File: config.mk
export PLATFORM = sky130hd
export DESIGN_NAME = pfc_ctrl
export DESIGN_NICKNAME = d
export VERILOG_FILES = /design/src/pfc_pkg.sv /design/src/pfc_ctrl.sv
export VERILOG_INCLUDE_DIRS = /design/src
export SDC_FILE = /design/constraint.sdc
export NUM_CORES = 1
export LEC_CHECK = 0
export BUFFER_PORTS_ARGS = -buffer_cell sky130_fd_sc_hd__buf_2
export CAP_MARGIN = 20
export CELL_PAD_IN_SITES_DETAIL_PLACEMENT = 0
export CELL_PAD_IN_SITES_GLOBAL_PLACEMENT = 1
export CORE_MARGIN = 4
export CORE_UTILIZATION = 43
export CTS_CLUSTER_DIAMETER = 40
export DETAILED_ROUTE_END_ITERATION = 6
export PLACE_DENSITY_LB_ADDON = 0.05
export SLEW_MARGIN = 20
export SYNTH_ARGS = -nofsm -noshare
export SYNTH_HDL_FRONTEND = slang
export SYNTH_SLANG_ARGS = --single-unit
File: constraint.sdc
create_clock -name i_clk -period 2.66 [get_ports i_clk]
set_input_delay 0 -clock i_clk [delete_from_list [all_inputs] [get_ports i_clk]]
set_output_delay 0 -clock i_clk [all_outputs]
set_load 0.005 [all_outputs]
File: src/pfc_defines.svh
// Timing counts and command codes for the parallel flash host controller.
// Assumes a 250 MHz i_clk; included by the controller only, not by the package.
`ifndef PFC_DEFINES_SVH
`define PFC_DEFINES_SVH
// ==========================================
// Clock and bus timing
`define PFC_CLK_PERIOD_NS 4
`define PFC_ACCESS_NS 70
`define PFC_ACCESS_CYC ((`PFC_ACCESS_NS + `PFC_CLK_PERIOD_NS - 1) / `PFC_CLK_PERIOD_NS)
`define PFC_WE_LOW_NS 40
`define PFC_WE_LOW_CYC ((`PFC_WE_LOW_NS + `PFC_CLK_PERIOD_NS - 1) / `PFC_CLK_PERIOD_NS)
`define PFC_HV_PULSE_NS 400
`define PFC_HV_PULSE_CYC ((`PFC_HV_PULSE_NS + `PFC_CLK_PERIOD_NS - 1) / `PFC_CLK_PERIOD_NS)
`define PFC_GAP_CYC 2
// ==========================================
// Command bytes and unlock addresses
`define PFC_CMD_RESET 8'hf0
`define PFC_CMD_UNLOCK1 8'haa
`define PFC_CMD_UNLOCK2 8'h55
`define PFC_CMD_ID 8'h90
`define PFC_CMD_PROG 8'ha0
`define PFC_CMD_ERASE 8'h80
`define PFC_CMD_CHIP 8'h10
`define PFC_CMD_SECT 8'h30
`define PFC_CMD_SUSP 8'hb0
`define PFC_CMD_RESUME 8'h30
`define PFC_ADDR_U1 19'h00555
`define PFC_ADDR_U2 19'h002aa
`define PFC_FAIL_BIT 5
`define PFC_SECT_MSB 18
`define PFC_SECT_LSB 16
`define PFC_PROT_SEL_BIT 6
`define PFC_ID_MODE_BIT 1
`endif

File: src/pfc_pkg.sv
// Types shared by the parallel flash host controller.
// Uses no macros from pfc_defines.svh.
package pfc_pkg;
  // ==========================================
  // Host operations
  typedef enum logic [3:0] {
    PFC_OP_READ,
    PFC_OP_RESET,
    PFC_OP_PROG,
    PFC_OP_CHIP_ERASE,
    PFC_OP_SECT_ERASE,
    PFC_OP_SUSPEND,
    PFC_OP_RESUME,
    PFC_OP_ID_ENTER,
    PFC_OP_HV_PROTECT,
    PFC_OP_HV_UNPROTECT,
    PFC_OP_HV_VERIFY,
    PFC_OP_HV_ID
  } pfc_op_t;
  typedef struct packed {
    pfc_op_t op;
    logic [18:0] addr;
    logic [7:0] data;
  } pfc_req_t;
  // Flash-facing control pins, all registered
  typedef struct packed {
    logic ce_n;
    logic oe_n;
    logic we_n;
    logic hv_addr;
    logic hv_oe;
    logic [18:0] addr;
  } pfc_pins_t;
endpackage

File: src/pfc_ctrl.sv
// Host-side controller driving a byte-wide asynchronous parallel flash.
// Assumes flash pins are sampled synchronously; HV switches are external.
// What this block does
// - Command cycle: write and chip select low, output enable held high.
// - Only defined command sequences are ever written; others flagged as error.
// - Read: select and output enable low, byte sampled after access time.
// - Failure bit or ID mode needs reset command before array reads; block neither sends it nor holds reads, host issues PFC_OP_RESET.
// - Protect: high voltage on address pin and output enable, select low.
// - Host should protect all sectors before chip unprotect.
`timescale 1ns/10ps
`include "pfc_defines.svh"
module pfc_ctrl #(
  parameter int ACCESS_CYC = `PFC_ACCESS_CYC,
  parameter int WE_LOW_CYC = `PFC_WE_LOW_CYC,
  parameter int HV_PULSE_CYC = `PFC_HV_PULSE_CYC,
  parameter int SUSPEND_CYC = 20
) (
  input wire logic i_clk,
  input wire logic i_nrst,
  input wire logic i_req_valid,
  input wire pfc_pkg::pfc_req_t i_req,
  output logic o_req_ready,
  output logic o_rsp_valid,
  output logic [7:0] o_rsp_data,
  output logic o_rsp_fail,
  output logic o_cmd_error,
  output pfc_pkg::pfc_pins_t o_pins,
  input wire logic [7:0] i_dq,
  output logic [7:0] o_dq,
  output logic o_dq_oe
);
  typedef enum logic [2:0] {
    PFC_IDLE,
    PFC_SETUP,
    PFC_STROBE,
    PFC_HOLD,
    PFC_READ,
    PFC_WAIT
  } pfc_st_t;
  localparam int CW = 16;
  localparam logic [2:0] CYC_NONE = 3'h0;

  // ==========================================
  // State
  pfc_st_t st_reg, st_next;
  pfc_pkg::pfc_req_t req_reg, req_next;
  pfc_pkg::pfc_pins_t pins_reg, pins_next;
  logic [CW-1:0] cnt_reg, cnt_next;
  logic [2:0] idx_reg, idx_next;
  logic [2:0] ncyc_reg, ncyc_next;
  logic [7:0] dq_reg, dq_next;
  logic dq_oe_reg, dq_oe_next;
  logic rv_reg, rv_next;
  logic [7:0] rd_reg, rd_next;
  logic rf_reg, rf_next;
  logic err_reg, err_next;
  logic [7:0] prot_seen_reg, prot_seen_next;
  logic [18:0] ca;
  logic [7:0] cd;
  logic [2:0] ncyc;
  logic hv_op;

  // Number of bus cycles for each operation
  always_comb begin
    ncyc = CYC_NONE;
    hv_op = 1'b0;
    case (i_req.op)
      pfc_pkg::PFC_OP_RESET: ncyc = 3'h1;
      pfc_pkg::PFC_OP_SUSPEND: ncyc = 3'h1;
      pfc_pkg::PFC_OP_RESUME: ncyc = 3'h1;
      pfc_pkg::PFC_OP_ID_ENTER: ncyc = 3'h3;
      pfc_pkg::PFC_OP_PROG: ncyc = 3'h4;
      pfc_pkg::PFC_OP_CHIP_ERASE: ncyc = 3'h6;
      pfc_pkg::PFC_OP_SECT_ERASE: ncyc = 3'h6;
      pfc_pkg::PFC_OP_HV_PROTECT: hv_op = 1'b1;
      pfc_pkg::PFC_OP_HV_UNPROTECT: hv_op = 1'b1;
      default: ncyc = CYC_NONE;
    endcase
  end

  // Address and data of command cycle idx of the stored operation
  always_comb begin
    ca = `PFC_ADDR_U1;
    cd = `PFC_CMD_UNLOCK1;
    if (idx_reg == 3'h1 || idx_reg == 3'h4) begin
      ca = `PFC_ADDR_U2;
      cd = `PFC_CMD_UNLOCK2;
    end
    case (req_reg.op)
      pfc_pkg::PFC_OP_RESET: cd = `PFC_CMD_RESET;
      pfc_pkg::PFC_OP_SUSPEND: cd = `PFC_CMD_SUSP;
      pfc_pkg::PFC_OP_RESUME: cd = `PFC_CMD_RESUME;
      pfc_pkg::PFC_OP_ID_ENTER: if (idx_reg == 3'h2) cd = `PFC_CMD_ID;
      pfc_pkg::PFC_OP_PROG: begin
        if (idx_reg == 3'h2) cd = `PFC_CMD_PROG;
        if (idx_reg == 3'h3) begin
          ca = req_reg.addr;
          cd = req_reg.data;
        end
      end
      default: begin
        if (idx_reg == 3'h2) cd = `PFC_CMD_ERASE;
        if (idx_reg == 3'h5) begin
          // Sector erase addresses the sector by its top bits
          ca = (req_reg.op == pfc_pkg::PFC_OP_SECT_ERASE) ? req_reg.addr : `PFC_ADDR_U1;
          cd = (req_reg.op == pfc_pkg::PFC_OP_SECT_ERASE) ? `PFC_CMD_SECT : `PFC_CMD_CHIP;
        end
      end
    endcase
  end

  // ==========================================
  // Sequencer
  always_comb begin
    st_next = st_reg;
    req_next = req_reg;
    pins_next = pins_reg;
    cnt_next = cnt_reg;
    idx_next = idx_reg;
    ncyc_next = ncyc_reg;
    dq_next = dq_reg;
    dq_oe_next = dq_oe_reg;
    rv_next = 1'b0;
    rd_next = rd_reg;
    rf_next = rf_reg;
    err_next = 1'b0;
    prot_seen_next = prot_seen_reg;
    case (st_reg)
      PFC_IDLE: begin
        if (i_req_valid) begin
          req_next = i_req;
          ncyc_next = ncyc;
          idx_next = 3'h0;
          cnt_next = '0;
          pins_next.hv_addr = 1'b0;
          pins_next.hv_oe = 1'b0;
          if (i_req.op == pfc_pkg::PFC_OP_READ) begin
            pins_next.addr = i_req.addr;
            pins_next.ce_n = 1'b0;
            pins_next.oe_n = 1'b0;
            st_next = PFC_READ;
          end else if (i_req.op == pfc_pkg::PFC_OP_HV_VERIFY ||
                       i_req.op == pfc_pkg::PFC_OP_HV_ID) begin
            // HV reads: address pin at HV, protect select low
            pins_next.addr = i_req.addr;
            pins_next.addr[`PFC_PROT_SEL_BIT] = 1'b0;
            pins_next.addr[`PFC_ID_MODE_BIT] = (i_req.op == pfc_pkg::PFC_OP_HV_VERIFY);
            if (i_req.op == pfc_pkg::PFC_OP_HV_VERIFY) pins_next.addr[0] = 1'b0;
            pins_next.hv_addr = 1'b1;
            pins_next.ce_n = 1'b0;
            pins_next.oe_n = 1'b0;
            st_next = PFC_READ;
          end else if (i_req.op == pfc_pkg::PFC_OP_HV_UNPROTECT && prot_seen_reg != 8'hff) begin
            // Unprotect refused until all sectors protected
            err_next = 1'b1;
            rv_next = 1'b1;
          end else if (hv_op) begin
            if (i_req.op == pfc_pkg::PFC_OP_HV_PROTECT) begin
              prot_seen_next[i_req.addr[`PFC_SECT_MSB:`PFC_SECT_LSB]] = 1'b1;
            end else begin
              prot_seen_next = 8'h00;
            end
            pins_next.addr = i_req.addr;
            pins_next.addr[`PFC_PROT_SEL_BIT] = (i_req.op == pfc_pkg::PFC_OP_HV_UNPROTECT);
            pins_next.hv_addr = 1'b1;
            pins_next.hv_oe = 1'b1;
            pins_next.ce_n = 1'b0;
            st_next = PFC_SETUP;
          end else if (ncyc == CYC_NONE) begin
            err_next = 1'b1;
            rv_next = 1'b1;
          end else begin
            st_next = PFC_SETUP;
          end
        end
      end
      PFC_SETUP: begin
        // Address, select and data settle before WE falls
        if (!hv_op_reg()) begin
          pins_next.addr = ca;
          dq_next = cd;
          dq_oe_next = 1'b1;
          pins_next.ce_n = 1'b0;
          pins_next.oe_n = 1'b1;
        end
        st_next = PFC_STROBE;
      end
      PFC_STROBE: begin
        pins_next.we_n = 1'b0;
        cnt_next = cnt_reg + 1'b1;
        if (cnt_reg == CW'(hv_op_reg() ? HV_PULSE_CYC : WE_LOW_CYC)) begin
          pins_next.we_n = 1'b1;
          cnt_next = '0;
          st_next = PFC_HOLD;
        end
      end
      PFC_HOLD: begin
        // Data held one cycle past WE rise, then bus released
        pins_next.ce_n = 1'b1;
        dq_oe_next = 1'b0;
        pins_next.hv_addr = 1'b0;
        pins_next.hv_oe = 1'b0;
        idx_next = idx_reg + 1'b1;
        if (!hv_op_reg() && (idx_reg + 3'h1) != ncyc_reg) begin
          st_next = PFC_SETUP;
        end else begin
          st_next = PFC_WAIT;
        end
      end
      PFC_READ: begin
        cnt_next = cnt_reg + 1'b1;
        if (cnt_reg == CW'(ACCESS_CYC)) begin
          rd_next = i_dq;
          rf_next = i_dq[`PFC_FAIL_BIT];
          pins_next.ce_n = 1'b1;
          pins_next.oe_n = 1'b1;
          pins_next.hv_addr = 1'b0;
          cnt_next = '0;
          st_next = PFC_WAIT;
        end
      end
      PFC_WAIT: begin
        cnt_next = cnt_reg + 1'b1;
        // Suspend latency covered before the next access
        if (cnt_reg == CW'((req_reg.op == pfc_pkg::PFC_OP_SUSPEND) ?
                           SUSPEND_CYC : `PFC_GAP_CYC)) begin
          cnt_next = '0;
          rv_next = 1'b1;
          st_next = PFC_IDLE;
        end
      end
      default: st_next = PFC_IDLE;
    endcase
  end

  function automatic logic hv_op_reg();
    return req_reg.op == pfc_pkg::PFC_OP_HV_PROTECT ||
           req_reg.op == pfc_pkg::PFC_OP_HV_UNPROTECT;
  endfunction

  always_ff @(posedge i_clk or negedge i_nrst) begin
    if (!i_nrst) begin
      // Pins idle high: flash sits in array read after its own power-up
      st_reg <= PFC_IDLE;
      req_reg <= '0;
      pins_reg <= {1'b1, 1'b1, 1'b1, 1'b0, 1'b0, 19'h00000};
      cnt_reg <= '0;
      idx_reg <= 3'h0;
      ncyc_reg <= 3'h0;
      dq_reg <= 8'h00;
      dq_oe_reg <= 1'b0;
      rv_reg <= 1'b0;
      rd_reg <= 8'h00;
      rf_reg <= 1'b0;
      err_reg <= 1'b0;
      prot_seen_reg <= 8'h00;
    end else begin
      st_reg <= st_next;
      req_reg <= req_next;
      pins_reg <= pins_next;
      cnt_reg <= cnt_next;
      idx_reg <= idx_next;
      ncyc_reg <= ncyc_next;
      dq_reg <= dq_next;
      dq_oe_reg <= dq_oe_next;
      rv_reg <= rv_next;
      rd_reg <= rd_next;
      rf_reg <= rf_next;
      err_reg <= err_next;
      prot_seen_reg <= prot_seen_next;
    end
  end

  logic rdy_reg;
  always_ff @(posedge i_clk or negedge i_nrst) begin
    if (!i_nrst) rdy_reg <= 1'b0;
    else rdy_reg <= (st_next == PFC_IDLE);
  end

  assign o_req_ready = rdy_reg;
  assign o_rsp_valid = rv_reg;
  assign o_rsp_data = rd_reg;
  assign o_rsp_fail = rf_reg;
  assign o_cmd_error = err_reg;
  assign o_pins = pins_reg;
  assign o_dq = dq_reg;
  assign o_dq_oe = dq_oe_reg;

  // ==========================================
  // Checks
  chk_we_oe_excl: assert property (@(posedge i_clk) disable iff (!i_nrst)
    !pins_reg.we_n |-> pins_reg.oe_n && !pins_reg.ce_n)
    else $error("write strobe with output enable low");
  chk_dq_release: assert property (@(posedge i_clk) disable iff (!i_nrst)
    dq_oe_reg |-> pins_reg.oe_n)
    else $error("host drives data while flash may drive");
  chk_addr_stable: assert property (@(posedge i_clk) disable iff (!i_nrst)
    !pins_reg.we_n |-> $stable(pins_reg.addr))
    else $error("address moved during write strobe");
  chk_data_hold: assert property (@(posedge i_clk) disable iff (!i_nrst)
    $rose(pins_reg.we_n) && !pins_reg.hv_addr |-> dq_oe_reg && $stable(dq_reg))
    else $error("data not held at write rise");
  chk_read_time: assert property (@(posedge i_clk) disable iff (!i_nrst)
    $fell(pins_reg.oe_n) |-> (pins_reg.oe_n == 1'b0) [*2])
    else $error("read strobe too short");
  chk_hv_setup: assert property (@(posedge i_clk) disable iff (!i_nrst)
    pins_reg.hv_oe |-> pins_reg.hv_addr && !pins_reg.ce_n)
    else $error("hv oe without hv address");
  chk_err_flag: assert property (@(posedge i_clk) disable iff (!i_nrst)
    err_reg |-> rv_reg && !dq_oe_reg)
    else $error("bad op touched the bus");
  chk_seq_done: assert property (@(posedge i_clk) disable iff (!i_nrst)
    st_reg == PFC_WAIT && !hv_op_reg() && ncyc_reg != 3'h0 |-> idx_reg == ncyc_reg)
    else $error("command sequence cut short");
  cov_read: cover property (@(posedge i_clk) $fell(pins_reg.oe_n) ##[1:40] rv_reg);
  cov_prog: cover property (@(posedge i_clk)
    st_reg == PFC_HOLD && req_reg.op == pfc_pkg::PFC_OP_PROG && idx_reg == 3'h3);
  cov_hv: cover property (@(posedge i_clk) $rose(pins_reg.hv_oe));
endmodule

==> out/metrics.csv <==
stage;metric;value;unit
worst_setup_path;CP top delay family;simple AND/OR/NAND/NOR gates;
timing;setup violation total in the final timing report;0;
grt;GR Util met1;29.9;%
routing;Vias/cell;5.48;
floorplanning;Initial Util;44.1;%
clock_network;Resize count post-CTS;0;
finish;Filler cells;1219;
clock_network;clk sinks;108;
finish;most frequent cells in the layout;144 x nand2_1, 105 x dfrtp_1, 85 x buf_2, 56 x nor2_1, 39 x dlygate4sd3_1;
clock_network;Clk Latency, worst-skew pair;350;ps
worst_setup_path;CP Cell Sequence;or4_1, nor4_4, a31oi_1, buf_4, nor3_2, buf_4, o32ai_1;
floorplanning;IO Count;87;
timing;max-slew violations;0;
worst_hold_path;Hold Path Class;primary input to flip-flop;
power_and_ir_drop;Max rail drop VDD;0.366;mV
floorplanning;core area;12700;um^2
grt;grt met3 use;3.13;%
worst_setup_path;CP most frequent cell;buf_4;
floorplanning;FP Rows;41;
power_and_ir_drop;pwr/cell area;973;nW/um^2
grt;initial antenna violation count;0;
logic_synthesis;Synth Cell Area;5610;um^2
finish;share of cells above drive strength 1;21.5;%
timing;final hold vios;0;
finish;n_diodes;0;
worst_setup_path;critical path class;flip-flop to flip-flop;
grt;pin count of the biggest net entering global routing;58;
logic_synthesis;post-synthesis register bit count;108;
grt;vias in the first global route;5086;
routing;average wire per standard cell;16.5;um
placement;dpl cell area;6370;um^2
floorplanning;Die Footprint;14900;um^2
timing;Layout Skew;8.55;ps
finish;Design Area, Final;7080;um^2
worst_setup_path;CP Data Required Time;2880;ps
timing;Final period util;94.3;%
worst_setup_path;Slowest cell on crit path;or4_1;
timing;FMAX;399;MHz
floorplanning;Die Y;122;um
logic_synthesis;Yosys warnings;0;
grt;met2 usage;35.1;%
timing;setup TNS;0;ps
routing;Post-Route WL;15500;um
worst_setup_path;crit-path max FO;11;
routing;DRC;0;
timing;Slew @ Worst Pin;766;ps
logic_synthesis;ys async rst share;100;%
worst_setup_path;CP Buf/Inv Count;2;
logic_synthesis;syn avg cell area;8.95;um^2
routing;DR iter-0 viols;389;
clock_network;CTS root buf;clkbuf_16;
power_and_ir_drop;Pleak;3.29;nW
timing;RSZ-0062 raised after global routing;no;
finish;max reg flops;31;
finish;Area Growth Syn to Fin;26.1;%
grt;global routing's busiest layer;met2;
placement;gp weighted congestion;0.832;
worst_setup_path;crit path DAT;2730;ps
timing;Slew HR;48.9;%
worst_setup_path;Crit path largest cell delay;630;ps
logic_synthesis;Top FF cell, synth;dfrtp_1;
clock_network;Max clock buf depth;2;
routing;drt first pass iters;5;
finish;leading cell type in the layout, fill and taps excluded;nand2_1;
worst_setup_path;Worst Setup End Kind;flip-flop;
clock_network;clk slew on worst S/H paths;70;ps
clock_network;Clock H-tree levels;3;
finish;fin nets;808;
timing;Tmin final;2510;ps
grt;grt ovf;0;
clock_network;CTS Buf Count;9;
logic_synthesis;sequential share of the synthesized area;48.2;%
floorplanning;Die X;122;um
routing;Final ANT Viol Nets;0;
grt;Tot GR Track Use;21.8;%
flow_run;Max Cap Viol;0;
logic_synthesis;Post-synth EDFFs;0;
clock_network;CTS tree;built;
grt;first-pass GRT wire length;25900;um
logic_synthesis;Net Count, Synth;676;
worst_setup_path;Setup crit start kind;flip-flop;
routing;routed vias;5133;
placement;port bufs;86;
logic_synthesis;Post-Synthesis Cells;627;
placement;Post-DP HPWL;10900;um
logic_synthesis;post-synth cell types;69;
outcome;outcome;finished clean;
-- metrics by stage --
step                util (%)  instances  power, mW  setup WS [ps]  hold WS (ps)
floorplan                  -        627       4.33            391          -296
global placement        50.0        881       5.35            287           116
detailed placement      50.0        881       5.42            171           126
CTS                     55.7        936       6.96            152          8.50
global route            55.7        936       7.43           9.48          53.6
finish                  55.7        936       6.89            151          29.6
-- logic make-up (layout without fill, tap and decap cells) --
family                   Yosys count  after routing  synth area share (%)
XOR/XNOR                           6              6                 0.936
flip-flops                       108            108                  48.2
multiplexers                      14             14                  2.74
AO/OA/AOI/OAI                    142            142                  16.7
adder cells (fa/ha/maj)            7              7                  1.56
buffers and inverters             45            182                  3.21
AND/OR/NAND/NOR                  305            305                  26.6
-- tightest hold or removal path, cell delays in order --
cell and delay, ps:
buf_2 180, nand2_1 90, nand2_1 60
-- power breakdown --
| part | leakage (nW) | internal (mW) | total [mW] | switching, mW |
|---|---|---|---|---|
| sequential | 1.37 | 2.22 | 2.61 | 0.382 |
| combinational | 1.76 | 1.15 | 2.80 | 1.65 |
| clock | 0.155 | 0.837 | 1.48 | 0.648 |
-- layer usage --
layer  up-vias  share of wire (%)
li1       2491                  -
met1      2473                 44
met2       135                 49
met3        34                4.4
met4         0                2.7
met5         -                  0
-- final cells by class --
| cell class | count | area [um^2] | share of cell area [%] |
|---|---|---|---|
| timing repair buffer | 154 | 1050 | 14.9 |
| multi-input combinational | 474 | 2740 | 38.6 |
| clock buffer | 10 | 229 | 3.23 |
| sequential | 108 | 2710 | 38.2 |
| inverter | 12 | 45.0 | 0.636 |
| tap | 172 | 215 | 3.04 |
| clock inverter | 6 | 96.3 | 1.36 |
-- synthesized netlist by cell type, types with 3 or more instances --
cell	count	area share, %
dfrtp_1	105	47
o32ai_1	6	0.94
a211oi_1	3	0.40
o21bai_1	3	0.40
nand3_1	9	0.80
nor3b_1	5	0.67
o22ai_1	5	0.56
nand4b_1	3	0.47
and3_1	6	0.67
mux2_2	11	2.2
mux2i_1	3	0.53
and2_1	6	0.67
nor3_1	13	1.2
inv_1	12	0.80
nand3b_1	5	0.67
or3b_2	3	0.47
o21a_1	3	0.40
a21o_1	4	0.53
ha_1	7	1.6
a31oi_1	12	1.3
or2_2	5	0.56
o21ai_1	9	0.80
buf_2	3	0.27
nor2b_1	9	1.0
nor4_1	3	0.33
or3_1	6	0.67
nand2b_1	8	0.89
nor4b_1	3	0.47
dfstp_2	3	1.4
nand2_1	144	9.6
nor2_1	56	3.7
o21ai_0	22	2.0
clkbuf_1	27	1.8
o31ai_1	14	1.9
xnor2_1	4	0.62
a221oi_1	10	1.6
nand4_1	5	0.56
a21oi_1	32	2.9
-- timing repair --
action	CTS	global route
hold buffers	39	0
setup buffers	0	0
endpoints found under the hold margin	104	0
-- worst paths after layout --
kind | startpoint | to | slack (ps) | cells past startpoint
setup / recovery | cnt_reg[12] | cnt_reg[12] | 150 | 7
hold reg to reg | o_pins[23] | o_pins[23] | 470 | 2
setup reg to reg | cnt_reg[12] | cnt_reg[12] | 150 | 7
hold / removal | i_req[28] | req_reg[28] | 30 | 3
min in group asynchronous | i_nrst | req_reg[17] | 260 | 2
max in group asynchronous | i_nrst | o_pins[21] | 1630 | 3
Note: power is estimated with default switching activity, not from simulation.
